### config.mk
export PLATFORM = sky130hd
export DESIGN_NAME = pmic_irq_seq
export DESIGN_NICKNAME = d
export VERILOG_FILES = /design/src/hdl/pmic_pkg.sv /design/src/hdl/pmic_irq_seq.sv
export SDC_FILE = /design/constraint.sdc
export NUM_CORES = 1
export LEC_CHECK = 0
export ABC_AREA = 1
export BUFFER_PORTS_ARGS = -buffer_cell sky130_fd_sc_hd__buf_2
export CAP_MARGIN = 20
export CORE_MARGIN = 3
export CORE_UTILIZATION = 56
export DETAILED_ROUTE_END_ITERATION = 10
export PLACE_DENSITY = 0.86
export SYNTH_ARGS = -nofsm -noshare
export SYNTH_HDL_FRONTEND = slang
export SYNTH_SLANG_ARGS = --single-unit
### constraint.sdc
create_clock -name aclk -period 1.9 [get_ports aclk]
set_input_delay 0.57 -clock aclk [delete_from_list [all_inputs] [get_ports aclk]]
set_output_delay 0.57 -clock aclk [all_outputs]
set_load 0.01 [all_outputs]
### src/hdl/pmic_pkg.sv
// Shared constants, register map and carrier types of the PMIC event and fault sequencer
package pmic_pkg;

  // ==========================================================
  // Register map (byte addresses, one 32-bit word each)
  localparam int unsigned ADDR_W = 5;
  localparam logic [4:0] REG_SUPPLY_STAT = 5'h00;
  localparam logic [4:0] REG_IRQ_MASK = 5'h04;
  localparam logic [4:0] REG_PEND_LO = 5'h08;
  localparam logic [4:0] REG_PEND_HI = 5'h0C;
  localparam logic [4:0] REG_FAULT_MASK = 5'h10;
  localparam logic [4:0] REG_CTRL = 5'h14;
  localparam logic [4:0] REG_MODE = 5'h18;

  // ==========================================================
  // Reset values and field positions
  localparam logic [15:0] IRQ_MASK_RST = 16'h0000;
  localparam logic [7:0] FAULT_MASK_RST = 8'hFF;
  localparam logic [7:0] PEND_RST = 8'h00;
  localparam int unsigned CTRL_SOFT_RST_BIT = 0;
  localparam int unsigned CTRL_RESTART_BIT = 1;
  localparam int unsigned HI_THERMAL = 0;
  localparam int unsigned HI_GPIO1 = 1;
  localparam int unsigned HI_GPIO2 = 2;
  localparam int unsigned HI_ADC_DONE = 3;
  localparam int unsigned HI_ADC_RANGE = 4;
  localparam int unsigned HI_ADC_LOAD = 5;
  localparam int unsigned HI_CHARGER = 6;
  localparam int unsigned HI_POWER = 7;

  // ==========================================================
  // Bus answers and timing
  localparam logic [1:0] RESP_OKAY = 2'b00;
  localparam logic [1:0] RESP_SLVERR = 2'b10;
  localparam int unsigned SEQ_STEP_CYCLES = 16;

  // ==========================================================
  // Types
  typedef struct packed {
    logic [7:0] supply_fault;
    logic thermal_fault;
    logic [1:0] gpio_irq;
    logic adc_done;
    logic adc_range;
    logic adc_load;
    logic [1:0] charge_phase;
    logic power_path_limiting;
    logic charge_suspend;
    logic thermal_foldback;
    logic ac_present;
    logic usb_present;
    logic overvoltage_protect;
    logic sys_source_usb;
    logic system_bus_sense;
    logic input_present;
    logic battery_present;
    logic hw_reset_request_n;
    logic rst_timer_expired;
  } sense_t;

  typedef enum {
    ST_OFF, ST_ENABLE, ST_SEQUENCING, ST_RESET, ST_PG_CHECK, ST_NORMAL, ST_SLEEP
  } seq_state_t;

endpackage

### src/hdl/pmic_irq_seq.sv
// Interrupt controller and fault/reset sequencer with an AXI4-Lite register slave
// Operation
// - Notify host on any toggle of an unmasked monitored parameter.
// - Sequencer watches system bus, input, battery, thermal and all supplies.
// - Interrupt inputs cover sequencer inputs plus charger, pack, converter events.
// - Supply fault input means output below 90% of target.
// - White LED boost fault input means its overvoltage threshold was hit.
// - Supply faults blanked during power-up, then individually maskable.
// - Unmasked supply fault forces sleep or a fresh power-up.
// - Thermal fault forces sleep; exit needs input and battery removed.
// - Reset pin low or software reset bit produces a host reset pulse.
// - Host reset pulse length set by external capacitor timer.
// - Thermal and GPIO1/GPIO2 requests each have their own mask bit.
// - Charger and power transitions interrupt in both directions.
// - Device honours host mask choices for interrupts and faults.
// - Open-drain interrupt driven low while unmasked request pends in normal.
// - While host reset is low, sources ignored and interrupt released (a pending interrupt stays driven for the first cycle of host reset).
// - Pending requests latched, readable in two byte-wide registers.
// - Masked supply causes no fault but status still shows it.
`timescale 1ns/1ps
`default_nettype none

module pmic_irq_seq #(
  parameter int unsigned SEQ_CYCLES = pmic_pkg::SEQ_STEP_CYCLES
) (
  // Clock and reset
  input wire logic aclk,
  input wire logic aresetn,
  // AXI4-Lite slave
  input wire logic [pmic_pkg::ADDR_W-1:0] s_axi_awaddr,
  input wire logic s_axi_awvalid,
  output logic s_axi_awready,
  input wire logic [31:0] s_axi_wdata,
  input wire logic [3:0] s_axi_wstrb,
  input wire logic s_axi_wvalid,
  output logic s_axi_wready,
  output logic [1:0] s_axi_bresp,
  output logic s_axi_bvalid,
  input wire logic s_axi_bready,
  input wire logic [pmic_pkg::ADDR_W-1:0] s_axi_araddr,
  input wire logic s_axi_arvalid,
  output logic s_axi_arready,
  output logic [31:0] s_axi_rdata,
  output logic [1:0] s_axi_rresp,
  output logic s_axi_rvalid,
  input wire logic s_axi_rready,
  // Monitored inputs from pins and analog comparators
  input wire pmic_pkg::sense_t sense,
  // Host signalling
  output logic host_reset_output_n,
  output logic int_o,
  output logic int_oe,
  output logic irq,
  // Power sequencing controls
  output logic rst_timer_run,
  output logic supplies_en,
  output logic sleep_mode
);
  import pmic_pkg::*;

  // ==========================================================
  // Input synchronisers and previous values for toggle detection
  sense_t sense_s1_q, sense_s2_q, prev_q;

  // ==========================================================
  // State
  seq_state_t state_q, state_d;
  logic [7:0] seq_cnt_q, seq_cnt_d;
  logic [15:0] irq_mask_q, irq_mask_d;
  logic [7:0] fault_mask_q, fault_mask_d;
  logic [7:0] pend_lo_q, pend_lo_d, pend_hi_q, pend_hi_d;
  logic restart_q, restart_d;
  logic soft_req_q, soft_req_d;
  logic awready_q, awready_d, bvalid_q, bvalid_d;
  logic arready_q, arready_d, rvalid_q, rvalid_d;
  logic [1:0] bresp_q, bresp_d, rresp_q, rresp_d;
  logic [31:0] rdata_q, rdata_d;
  logic host_rst_n_q, host_rst_n_d;
  logic int_oe_q, int_oe_d, irq_q;
  logic timer_run_q, timer_run_d, supplies_en_q, supplies_en_d;
  logic sleep_q, sleep_d;

  // ==========================================================
  // Combinational helpers
  logic wr_do, rd_do, irq_en, pg_active, pg_fault, any_pending;
  logic [7:0] ev_lo, ev_hi, clr_lo, clr_hi;
  logic [15:0] wmask;
  logic [31:0] rd_word;
  logic rd_ok, wr_ok;

  always_comb begin
    wr_do = awready_q;
    rd_do = arready_q;
    wmask = {{8{s_axi_wstrb[1]}}, {8{s_axi_wstrb[0]}}};
    // Comparator outputs are meaningless while supplies ramp, so only
    // watch them once the host has been let out of reset
    pg_active = (state_q == ST_PG_CHECK) || (state_q == ST_NORMAL);
    // Fault inputs already encode below-90% for regulators and overvoltage for the boost
    pg_fault = |(sense_s2_q.supply_fault & ~fault_mask_q);
    irq_en = host_rst_n_q;
    // Toggle in either direction raises an event
    ev_lo = (sense_s2_q.supply_fault ^ prev_q.supply_fault) & {8{pg_active}};
    if (state_q == ST_PG_CHECK) begin
      // Conditions already standing at reset release are raised now
      ev_lo = ev_lo | sense_s2_q.supply_fault;
    end
    ev_hi = '0;
    ev_hi[HI_THERMAL] = sense_s2_q.thermal_fault ^ prev_q.thermal_fault;
    ev_hi[HI_GPIO1] = sense_s2_q.gpio_irq[0] ^ prev_q.gpio_irq[0];
    ev_hi[HI_GPIO2] = sense_s2_q.gpio_irq[1] ^ prev_q.gpio_irq[1];
    ev_hi[HI_ADC_DONE] = sense_s2_q.adc_done ^ prev_q.adc_done;
    ev_hi[HI_ADC_RANGE] = sense_s2_q.adc_range ^ prev_q.adc_range;
    ev_hi[HI_ADC_LOAD] = sense_s2_q.adc_load ^ prev_q.adc_load;
    ev_hi[HI_CHARGER] = |{sense_s2_q.charge_phase ^ prev_q.charge_phase,
      sense_s2_q.power_path_limiting ^ prev_q.power_path_limiting,
      sense_s2_q.charge_suspend ^ prev_q.charge_suspend,
      sense_s2_q.thermal_foldback ^ prev_q.thermal_foldback};
    ev_hi[HI_POWER] = |{sense_s2_q.ac_present ^ prev_q.ac_present,
      sense_s2_q.usb_present ^ prev_q.usb_present,
      sense_s2_q.overvoltage_protect ^ prev_q.overvoltage_protect,
      sense_s2_q.sys_source_usb ^ prev_q.sys_source_usb,
      sense_s2_q.system_bus_sense ^ prev_q.system_bus_sense,
      sense_s2_q.input_present ^ prev_q.input_present,
      sense_s2_q.battery_present ^ prev_q.battery_present};
    clr_lo = '0;
    clr_hi = '0;
    if (wr_do && s_axi_wstrb[0] && s_axi_awaddr == REG_PEND_LO) begin
      clr_lo = s_axi_wdata[7:0];
    end
    if (wr_do && s_axi_wstrb[0] && s_axi_awaddr == REG_PEND_HI) begin
      clr_hi = s_axi_wdata[7:0];
    end
    any_pending = |({pend_hi_q, pend_lo_q} & ~irq_mask_q);
  end

  // ==========================================================
  // Register file, pending latches and bus handshakes
  always_comb begin
    irq_mask_d = irq_mask_q;
    fault_mask_d = fault_mask_q;
    restart_d = restart_q;
    soft_req_d = soft_req_q & (state_q != ST_RESET);
    wr_ok = 1'b1;
    if (wr_do) begin
      case (s_axi_awaddr)
        REG_IRQ_MASK: irq_mask_d = (irq_mask_q & ~wmask) | (s_axi_wdata[15:0] & wmask);
        REG_FAULT_MASK: begin
          if (s_axi_wstrb[0]) begin
            fault_mask_d = s_axi_wdata[7:0];
          end
        end
        REG_CTRL: begin
          if (s_axi_wstrb[0]) begin
            restart_d = s_axi_wdata[CTRL_RESTART_BIT];
            soft_req_d = soft_req_d | s_axi_wdata[CTRL_SOFT_RST_BIT];
          end
        end
        REG_PEND_LO, REG_PEND_HI, REG_SUPPLY_STAT, REG_MODE: wr_ok = 1'b1;
        default: wr_ok = 1'b0;
      endcase
    end
    // Set wins over a clear in the same cycle; masked sources never latch
    pend_lo_d = (pend_lo_q & ~clr_lo) | (ev_lo & ~irq_mask_q[7:0] & {8{irq_en}});
    pend_hi_d = (pend_hi_q & ~clr_hi) | (ev_hi & ~irq_mask_q[15:8] & {8{irq_en}});
    awready_d = s_axi_awvalid & s_axi_wvalid & ~awready_q & ~bvalid_q;
    bvalid_d = wr_do | (bvalid_q & ~s_axi_bready);
    bresp_d = wr_do ? (wr_ok ? RESP_OKAY : RESP_SLVERR) : bresp_q;
    rd_ok = 1'b1;
    rd_word = '0;
    case (s_axi_araddr)
      REG_SUPPLY_STAT: rd_word[7:0] = sense_s2_q.supply_fault;
      REG_IRQ_MASK: rd_word[15:0] = irq_mask_q;
      REG_PEND_LO: rd_word[7:0] = pend_lo_q;
      REG_PEND_HI: rd_word[7:0] = pend_hi_q;
      REG_FAULT_MASK: rd_word[7:0] = fault_mask_q;
      REG_CTRL: rd_word[CTRL_RESTART_BIT] = restart_q;
      REG_MODE: rd_word = 32'(state_q);
      default: rd_ok = 1'b0;
    endcase
    arready_d = s_axi_arvalid & ~arready_q & ~rvalid_q;
    rvalid_d = rd_do | (rvalid_q & ~s_axi_rready);
    rdata_d = rd_do ? rd_word : rdata_q;
    rresp_d = rd_do ? (rd_ok ? RESP_OKAY : RESP_SLVERR) : rresp_q;
  end

  // ==========================================================
  // Operating mode sequencer
  always_comb begin
    state_d = state_q;
    seq_cnt_d = seq_cnt_q;
    case (state_q)
      ST_OFF: begin
        if (sense_s2_q.input_present || sense_s2_q.battery_present) begin
          state_d = ST_ENABLE;
        end
      end
      ST_ENABLE: begin
        seq_cnt_d = '0;
        if (sense_s2_q.system_bus_sense) begin
          state_d = ST_SEQUENCING;
        end
      end
      ST_SEQUENCING: begin
        seq_cnt_d = seq_cnt_q + 8'd1;
        if (seq_cnt_q == 8'(SEQ_CYCLES - 1)) begin
          state_d = ST_RESET;
        end
      end
      ST_RESET: begin
        // Pulse ends only when the capacitor timer reports expiry
        if (sense_s2_q.rst_timer_expired) begin
          state_d = ST_PG_CHECK;
        end
      end
      ST_PG_CHECK: state_d = pg_fault ? ST_SLEEP : ST_NORMAL;
      ST_NORMAL: begin
        if (pg_fault) begin
          state_d = restart_q ? ST_ENABLE : ST_SLEEP;
        end else if (!sense_s2_q.hw_reset_request_n || soft_req_q) begin
          state_d = ST_RESET;
        end
      end
      ST_SLEEP: begin
        // Leaving sleep needs every source gone, then power-up from scratch
        if (!sense_s2_q.input_present && !sense_s2_q.battery_present) begin
          state_d = ST_OFF;
        end
      end
      default: state_d = ST_OFF;
    endcase
    if (sense_s2_q.thermal_fault && state_q != ST_OFF && state_q != ST_SLEEP) begin
      state_d = ST_SLEEP;
    end
    host_rst_n_d = (state_d == ST_PG_CHECK) || (state_d == ST_NORMAL);
    timer_run_d = (state_d == ST_RESET);
    supplies_en_d = (state_d == ST_SEQUENCING) || (state_d == ST_RESET) || host_rst_n_d;
    sleep_d = (state_d == ST_SLEEP);
    int_oe_d = any_pending && (state_q == ST_NORMAL) && host_rst_n_q;
  end

  // ==========================================================
  // Registers
  always_ff @(posedge aclk) begin
    if (!aresetn) begin
      sense_s1_q <= '0;
      sense_s2_q <= '0;
      prev_q <= '0;
      state_q <= ST_OFF;
      seq_cnt_q <= '0;
      irq_mask_q <= IRQ_MASK_RST;
      fault_mask_q <= FAULT_MASK_RST;
      pend_lo_q <= PEND_RST;
      pend_hi_q <= PEND_RST;
      restart_q <= 1'b0;
      soft_req_q <= 1'b0;
      awready_q <= 1'b0;
      bvalid_q <= 1'b0;
      bresp_q <= RESP_OKAY;
      arready_q <= 1'b0;
      rvalid_q <= 1'b0;
      rresp_q <= RESP_OKAY;
      rdata_q <= '0;
      host_rst_n_q <= 1'b0;
      int_oe_q <= 1'b0;
      irq_q <= 1'b0;
      timer_run_q <= 1'b0;
      supplies_en_q <= 1'b0;
      sleep_q <= 1'b0;
    end else begin
      sense_s1_q <= sense;
      sense_s2_q <= sense_s1_q;
      prev_q <= sense_s2_q;
      state_q <= state_d;
      seq_cnt_q <= seq_cnt_d;
      irq_mask_q <= irq_mask_d;
      fault_mask_q <= fault_mask_d;
      pend_lo_q <= pend_lo_d;
      pend_hi_q <= pend_hi_d;
      restart_q <= restart_d;
      soft_req_q <= soft_req_d;
      awready_q <= awready_d;
      bvalid_q <= bvalid_d;
      bresp_q <= bresp_d;
      arready_q <= arready_d;
      rvalid_q <= rvalid_d;
      rresp_q <= rresp_d;
      rdata_q <= rdata_d;
      host_rst_n_q <= host_rst_n_d;
      int_oe_q <= int_oe_d;
      irq_q <= int_oe_d;
      timer_run_q <= timer_run_d;
      supplies_en_q <= supplies_en_d;
      sleep_q <= sleep_d;
    end
  end

  assign s_axi_awready = awready_q;
  assign s_axi_wready = awready_q;
  assign s_axi_bvalid = bvalid_q;
  assign s_axi_bresp = bresp_q;
  assign s_axi_arready = arready_q;
  assign s_axi_rvalid = rvalid_q;
  assign s_axi_rresp = rresp_q;
  assign s_axi_rdata = rdata_q;
  assign host_reset_output_n = host_rst_n_q;
  // Open drain: the pad only ever pulls low
  assign int_o = 1'b0;
  assign int_oe = int_oe_q;
  assign irq = irq_q;
  assign rst_timer_run = timer_run_q;
  assign supplies_en = supplies_en_q;
  assign sleep_mode = sleep_q;

endmodule

`default_nettype wire

-- Word level (Yosys, flattened, before mapping)
Index checks and enable logic that the tools add are counted.
- bitwise logic cells: 57
- multiplexer cells: 28
- reduce and logical (&&, ||, !) cells: 31
- $add $sub $neg: 1
- equality and inequality tests: 28
- operators with widths (cell ; count):
    two-way mux 32 bit ; 8
    one-hot mux 32 bit (7 select lines) ; 1
    equality test 32 x 3 -> 1 bit, second input constant ; 5
    equality test 32 x 4 -> 1 bit, second input constant ; 5
    AND 8 bit ; 8
    equality test 32 x 2 -> 1 bit, second input constant ; 2
    AND 16 bit ; 3
    inverter 8 bit ; 5
    one-hot mux 6 bit (6 select lines) ; 1
    equality test 32 x 1 -> 1 bit, second input constant ; 1
    logical NOT 32 bit ; 1
    != test 32 x 3 -> 1 bit, second input constant ; 1
    != test 32 x 4 -> 1 bit, second input constant ; 1
    inverter 16 bit ; 2
    one-hot mux 8 bit (2 select lines) ; 2
    nonzero test 32 bit ; 1
    equality test 5 bit, second input constant ; 6
    two-way mux 8 bit ; 3
    bitwise OR 8 bit ; 3
    OR reduction 7 bit ; 3
    equality test 5 x 4 -> 1 bit, second input constant ; 4
    two-way mux 16 bit ; 1
    bitwise OR 16 bit ; 1
    OR reduction 16 bit ; 1
    other kinds (23) ; 76
- bits of input ports: 81
- bits in registers: 209
- output and inout port bits: 48
- word-level logic and storage cells: 220

-- Depth between registers and ports, before layout
Gate-level depths: netlist of run 1.
- word-level depth: 9
- gate-level depth with buffers: 14
- depth with buffers taken out: 14

-- Worst setup path after synthesis of run 1
OpenSTA, ideal clock, no wires.
- kind: input to register
- start: input s_axi_awaddr[1] (netlist bit)
- end: register fault_mask_q[0]
- slack: 251 ps
- arrival: 1511 ps
- buffers on the path: 1
- data required time: 1762 ps
- stages on the path: 7
- library setup time: 138 ps
- cell sequence: nor2_1 inv_1 nor2_1 inv_1 nor4_4 buf_2 o211ai_1
- cells in the longest elaborated chain, start to end: 2
- ends and longest elaborated chain (what ; line ; source):
    from (decl) ; pmic_irq_seq.sv:30 ; input wire logic [pmic_pkg::ADDR_W-1:0] s_axi_awaddr,
    equality test 5 bit ; pmic_irq_seq.sv:145 ; case (s_axi_awaddr)
    AND reduction 3 bit (no line) ; n/a ;
    to (signal assigned) ; pmic_irq_seq.sv:276 ; fault_mask_q <= fault_mask_d;
    to (decl) ; pmic_irq_seq.sv:70 ; logic [7:0] fault_mask_q, fault_mask_d;
Every way passes these cells.
A chain may end at the register's enable or synchronous reset.

-- Worst setup path in the final report of run 1
- start: register arready_q (netlist: s_axi_arready)
- end: output s_axi_arready
- RTL lines (what ; line ; source):
    from (decl) ; pmic_irq_seq.sv:75 ; logic arready_q, arready_d, rvalid_q, rvalid_d;
    from (signal assigned) ; pmic_irq_seq.sv:284 ; arready_q <= arready_d;
    to (decl) ; pmic_irq_seq.sv:42 ; output logic s_axi_arready,
No word-level cell between the ends.

==> results of run 1 <==
## path summary, 6_finish.rpt
check | to | slack [ns]
setup / recovery | s_axi_arready | 0.13
hold / removal | sense_s1_q[1]$_SDFF_PN0_ | 0.26
setup reg to reg | sleep_mode$_SDFF_PN0_ | 0.18
hold reg to reg | sense_s2_q[11]$_SDFF_PN0_ | 0.41
## per-stage QoR
stage / area (sq um) / std cells / setup TNS (ns)
2_1_floorplan: 8050 / 1038 / 0
3_3_place_gp: 8820 / 1307 / 0
3_5_place_dp: 8820 / 1307 / 0
4_1_cts: 9619 / 1345 / 0
5_1_grt: 9643 / 1345 / -0.02479
6_report: 9643 / 1345 / 0
## report_power, final
| part | switching [mW] | internal [mW] | total, mW |
|---|---|---|---|
| registers | 0.0907 | 4.49 | 4.58 |
| clock network | 1.68 | 3.01 | 4.69 |
| logic | 0.313 | 0.195 | 0.508 |
## kinds of logic (layout without fill, tap and decap cells)
kind of cell	count (synthesis)	count (layout)	share of synthesized area, %
simple gates	355	355	19.19
buf+inv	223	354	11.40
flops	207	207	52.23
compound gates	203	203	15.09
xor+xnor	17	17	1.877
fa+ha+maj	1	1	0.1577
other cells	1	32	0.04727
## cell type report
cell class,count,area (sq um),area share (%)
multi-input combinational,608,3024,31.36
inverter,181,679.4,7.046
sequential,207,4146,43.00
clock inverter,10,207.7,2.154
tap,176,220.2,2.284
clock buffer,28,591.8,6.137
timing repair buffer,135,773.2,8.019
## registers in the layout, indices dropped and copies added, names as in the netlist, 8 cells and up, named ones only
register	count
s_axi_rdata	32
state_q	32
sense_s1_q	28
sense_s2_q	28
prev_q	26
fault_mask_q	8
pend_hi_q	8
pend_lo_q	8
seq_cnt_q	8
## layout by cell type (no fill, tap or decap), types with 4 or more instances in the layout
cell type,netlist,routed
o22ai_1,24,24
buf_4,6,27
nand3_1,31,31
conb_1,1,32
nand4_1,6,6
nor2_4,5,7
o31ai_1,5,5
nand2_1,212,212
clkbuf_16,0,21
nor2_1,71,68
o21ai_0,65,65
a21oi_1,72,72
o221ai_1,16,16
nand2_2,6,5
nor3_1,6,6
nor2_2,4,5
or2_2,4,4
o211ai_1,9,9
xor2_1,12,12
dfxtp_1,207,205
inv_1,177,177
bufinv_16,0,6
buf_2,6,106
clkbuf_8,0,4
xnor2_1,5,5
## per-layer routing
metal	routed length, um	vias up
met5	0	-
met4	689	0
met3	1504	61
met2	8871	300
met1	8218	3172
li1	-	3445
==> impl_metrics.json, run 1 <==
{
  "grt_pass1_vias": 6697,
  "cts_tree": "built",
  "max_clock_freq_ghz": 0.5646,
  "clkSinkCount": 207,
  "drive_gt1_share_pct": 17.54,
  "synth.most_common_cell": "nand2_1",
  "postRouteAntennaNets": 0,
  "die_h_um": 125.0,
  "h-tree-depth": 1,
  "crit_fanout": 13,
  "ys_ff_latch": 207,
  "final-setup-viol-count": 0,
  "synth.area.top_cells": "dfxtp_1 (52%), nand2_1 (10%), inv_1 (8.4%)",
  "layout_setup_ws_ns": 0.1287,
  "ys.flop_type": "dfxtp_1",
  "ys_warn_count": 0,
  "hold_path_depth": 3,
  "post_drt_wl_per_cell_um": 14.34,
  "end_kind": "primary output",
  "routed_wl_um": 19280,
  "worstHoldPathType": "in2reg",
  "final_util_pct": 71.12,
  "io-pin-count": 129,
  "ctsResizeCount": 0,
  "first_iter_violations": 486,
  "hold_start": "sense[1]",
  "period_share_pct": 93.22,
  "synthDistinctLibCells": 44,
  "crit_chain": "buf_2",
  "cp_num_buf_inv": 1,
  "peakVddDrop_v": 0.0007846,
  "clk_root_buffer_cell": "clkbuf_16",
  "ys_seq_area_share_pct": 52.23,
  "async_flop_share_pct": 0,
  "arrival_ns": 1.20,
  "row_count": 42,
  "start_kind": "flop",
  "clk_pin_slew_ns": 0.06,
  "crit_family": "flip-flops",
  "avgSynthCellArea_sq_um": 7.879,
  "yosysTopAreaCellShare_pct": 52.23,
  "outcome": "finished, final reports clean",
  "post-place-ws_ns": 0.06245,
  "grt_use_met3_pct": 4.520,
  "fin_skew_ns": 0.01501,
  "grtUsageTotal_pct": 23.97,
  "n_antenna_cell": 0,
  "die_x_um": 125.0,
  "crit_path_start": "s_axi_arready$_SDFF_PN0_",
  "maxSlewViolCount": 0,
  "firstDrtPassIters": 5,
  "syn_to_final_growth_pct": 21.54,
  "required_ns": 1.33,
  "powerDensity_nw_per_um2": 1015,
  "fp.coreArea_sq_um": 13560,
  "drc": 0,
  "grt_max_degree": 62,
  "io_buffers": 107,
  "syn_inst": 1007,
  "antenna_found_initial": 0,
  "start_util_pct": 58.52,
  "insertion_delay_ns": 0.50,
  "die-area_sq_um": 15630,
  "grt_overflow_total": 0,
  "grt.busiest_layer": "met2",
  "critPathKind": "reg2out",
  "grt_use_met2_pct": 39.73,
  "dpl.hpwl_um": 13540,
  "grt_pass1_wl_um": 31220,
  "netlist_top_cells_count": "nand2_1 (212), dfxtp_1 (207), inv_1 (177), a21oi_1 (72), nor2_1 (71)",
  "power_mw": 9.785,
  "finalCriticalPeriod_ns": 1.771,
  "synth_edf_count": 0,
  "fill_cells": 1020,
  "hold_slack_ns": 0.2551,
  "slowest_stage": "dfxtp_2",
  "viasPerCell": 5.188,
  "syn_area_sq_um": 7934,
  "cts_setup_buffers": 0,
  "clockBufferDepth": 3,
  "gr-usage-met1_pct": 30.97,
  "max_stage_delay_ns": 0.52,
  "synth_top_cell_by_area": "dfxtp_1",
  "drv_cap": 0,
  "cts_buffers": 21,
  "gp_congestion": 0.9455,
  "vias": 6978,
  "hold_violations": 0,
  "path_depth": 1,
  "ctsHoldBuffers": 0,
  "final_nets": 1236,
  "r2r-start": "state_q[16]$_SDFF_PN0_",
  "rr_worst_depth": 11,
  "p_leak_nw": 4.840
}
No activity file was read; power rests on OpenSTA's default activity.
==> inputs of run 2 (changes only) <==
==> constraint.sdc (replaced) <==
create_clock -name aclk -period 1.7 [get_ports aclk]
set_input_delay 0.51 -clock aclk [delete_from_list [all_inputs] [get_ports aclk]]
set_output_delay 0.51 -clock aclk [all_outputs]
set_load 0.01 [all_outputs]
==> run 2 against run 1 <==
Count of clock-buffer cells in the layout is 1 higher. Sequential cell count unchanged. Routed wire length increased by 2.6%. Combinational power grew 15%. Via count increased by 0.96%. Sequential share of layout area is 0.39 points lower. Worst hold slack worse by 0.064 ns. First-iteration DRC count is 37% higher. Highest routed layer unchanged.
==> impl_metrics.json, run 2 (same netlist as run 1, synthesis figures left out) <==
{
  "outcome": "finished, final reports clean",
  "n_antenna_cell": 0,
  "pwr-share-seq_pct": 50.3,
  "drc": 0,
  "routed_wl_um": 19790,
  "clkSinkCount": 207,
  "clkPwrFrac_pct": 44.0,
  "fp.coreArea_sq_um": 13560,
  "end_kind": "flop",
  "ctsHoldBuffers": 0,
  "die_x_um": 125.0,
  "peakVddDrop_v": 0.0007969,
  "finalCriticalPeriod_ns": 1.696,
  "required_ns": 2.11,
  "crit_fanout": 9,
  "arrival_ns": 2.11,
  "vias": 7045,
  "seq_area_sq_um": 4168,
  "drive_gt1_share_pct": 22.48,
  "row_count": 42,
  "dpl.hpwl_um": 13410,
  "grtUsageTotal_pct": 23.54,
  "final_nets": 1247,
  "period_share_pct": 99.77,
  "stdcell_count": 1355,
  "viasPerCell": 5.199,
  "rsz0062_at_grt": "true",
  "first_iter_violations": 665,
  "insertion_delay_ns": 0.49,
  "drv_cap": 0,
  "crit_chain": "inv_1 > nand2_1 > nor2_1 > nand2_2 > nor2_4 > nand2_4 > buf_6 > a21oi_1 > o21ai_0 > o22ai_1",
  "grt_pass1_vias": 6467,
  "postRouteAntennaNets": 0,
  "antenna_found_initial": 0,
  "grt_max_degree": 60,
  "io-pin-count": 129,
  "powerDensity_nw_per_um2": 1042,
  "hold_path_depth": 3,
  "comb_power_share_pct": 5.7,
  "cts_buffers": 21,
  "post_drt_wl_per_cell_um": 14.60,
  "critPathKind": "reg2reg",
  "max_stage_delay_ns": 0.34,
  "final-setup-viol-count": 0,
  "power.internal_mw": 7.893,
  "final_util_pct": 72.15,
  "fin_skew_ns": 0.006378,
  "switching_power_mw": 2.303,
  "die_h_um": 125.0,
  "layout_commonest_cell": "nand2_1",
  "clockBufferDepth": 3,
  "fill_cells": 998,
  "worstHoldPathType": "in2reg",
  "syn_to_final_growth_pct": 23.29,
  "rr_worst_depth": 10,
  "grt_pass1_wl_um": 30770,
  "place_inst": 1314,
  "multi_input_area_sq_um": 3166,
  "grt_overflow_total": 0,
  "slowest_stage": "dfxtp_2",
  "start_util_pct": 58.52,
  "max_clock_freq_ghz": 0.5896,
  "p_leak_nw": 4.891,
  "firstDrtPassIters": 5,
  "clk_root_buffer_cell": "clkbuf_16",
  "final_cell_mix": "nand2_1 (206), dfxtp_1 (192), inv_1 (170)",
  "gp_congestion": 0.9387,
  "io_buffers": 107,
  "maxSlewViolCount": 0,
  "h-tree-depth": 1,
  "start_kind": "flop",
  "clk_pin_slew_ns": 0.06,
  "cts_tree": "built",
  "hold_violations": 0,
  "p_sw_share_pct": 22.59,
  "die-area_sq_um": 15630
}
-- run 2: cell count changes in the layout (fill, tap and decap cells not counted), sizes merged --
cell	change
clkinvlp	+1
clkinv	+2
clkbuf	+1
buf	+11
bufinv	-5
-- run 2: cell type report --
class	instances	share of cell area, %
Sequential cell	207	42.61
Multi-Input combinational cell	608	32.36
Timing Repair Buffer	146	8.915
Inverter	181	6.946
Clock buffer	29	6.191
Tap cell	176	2.251
Clock inverter	8	0.7291
-- run 2: path summary, 6_finish.rpt --
path | startpoint | endpoint | slack, ns
worst max-delay path | state_q[17]$_SDFF_PN0_ | pend_lo_q[6]$_SDFF_PN0_ | 0.004
worst min-delay path | sense[17] | sense_s1_q[17]$_SDFF_PN0_ | 0.19
worst max register to register | state_q[17]$_SDFF_PN0_ | pend_lo_q[6]$_SDFF_PN0_ | 0.004
worst min register to register | sense_s1_q[2]$_SDFF_PN0_ | sense_s2_q[2]$_SDFF_PN0_ | 0.41
-- run 2: per-layer routing --
layer,track usage [%],routed length [um],up-vias
li1,-,-,3478
met3,4.691,1717,55
met1,31.87,8298,3179
met2,37.84,9178,333
met5,0,0,-
met4,8.227,594,0
-- run 2: stage by stage --
stage	instance area (sq um)	TNS, ns	power, mW	setup WS (ns)	hold WS, ns
global route	9782	-0.6438	10.51	-0.1131	0.1861
floorplan	8050	0	5.532	0.1109	0.3905
detailed placement	8885	-0.2400	5.787	-0.05608	0.3967
CTS	9572	0	10.22	0.005887	0.1781
global placement	8885	-0.06999	5.763	-0.02741	0.3928
finish	9782	0	10.20	0.003946	0.1914
-- run 2: critical path, delay by kind of cell, from the launching register on --
family                 cells  cell delay [ns]
AOI/OAI and AO/OA          3             0.43
buffers and inverters      2             0.22
and+or+nand+nor            5             0.61
DFF                        1             0.34
-- run 2: power groups by stage --
stage                     Sequential [mW]  Clock (mW)  Combinational, mW
after detailed placement             5.23           0              0.559
after global routing                 5.15        4.71              0.654
after CTS                            5.12        4.53              0.567
after global placement               5.22           0              0.543
after floorplan                      5.22           0              0.310
final                                5.13        4.48              0.583
-- run 2: repair_timing --
item | 4_1_cts | 5_1_grt
setup buffers | 0 | 4
resized for setup | 4 | 67
setup endpoints to repair | 4 | 20
pin swaps | 0 | 24
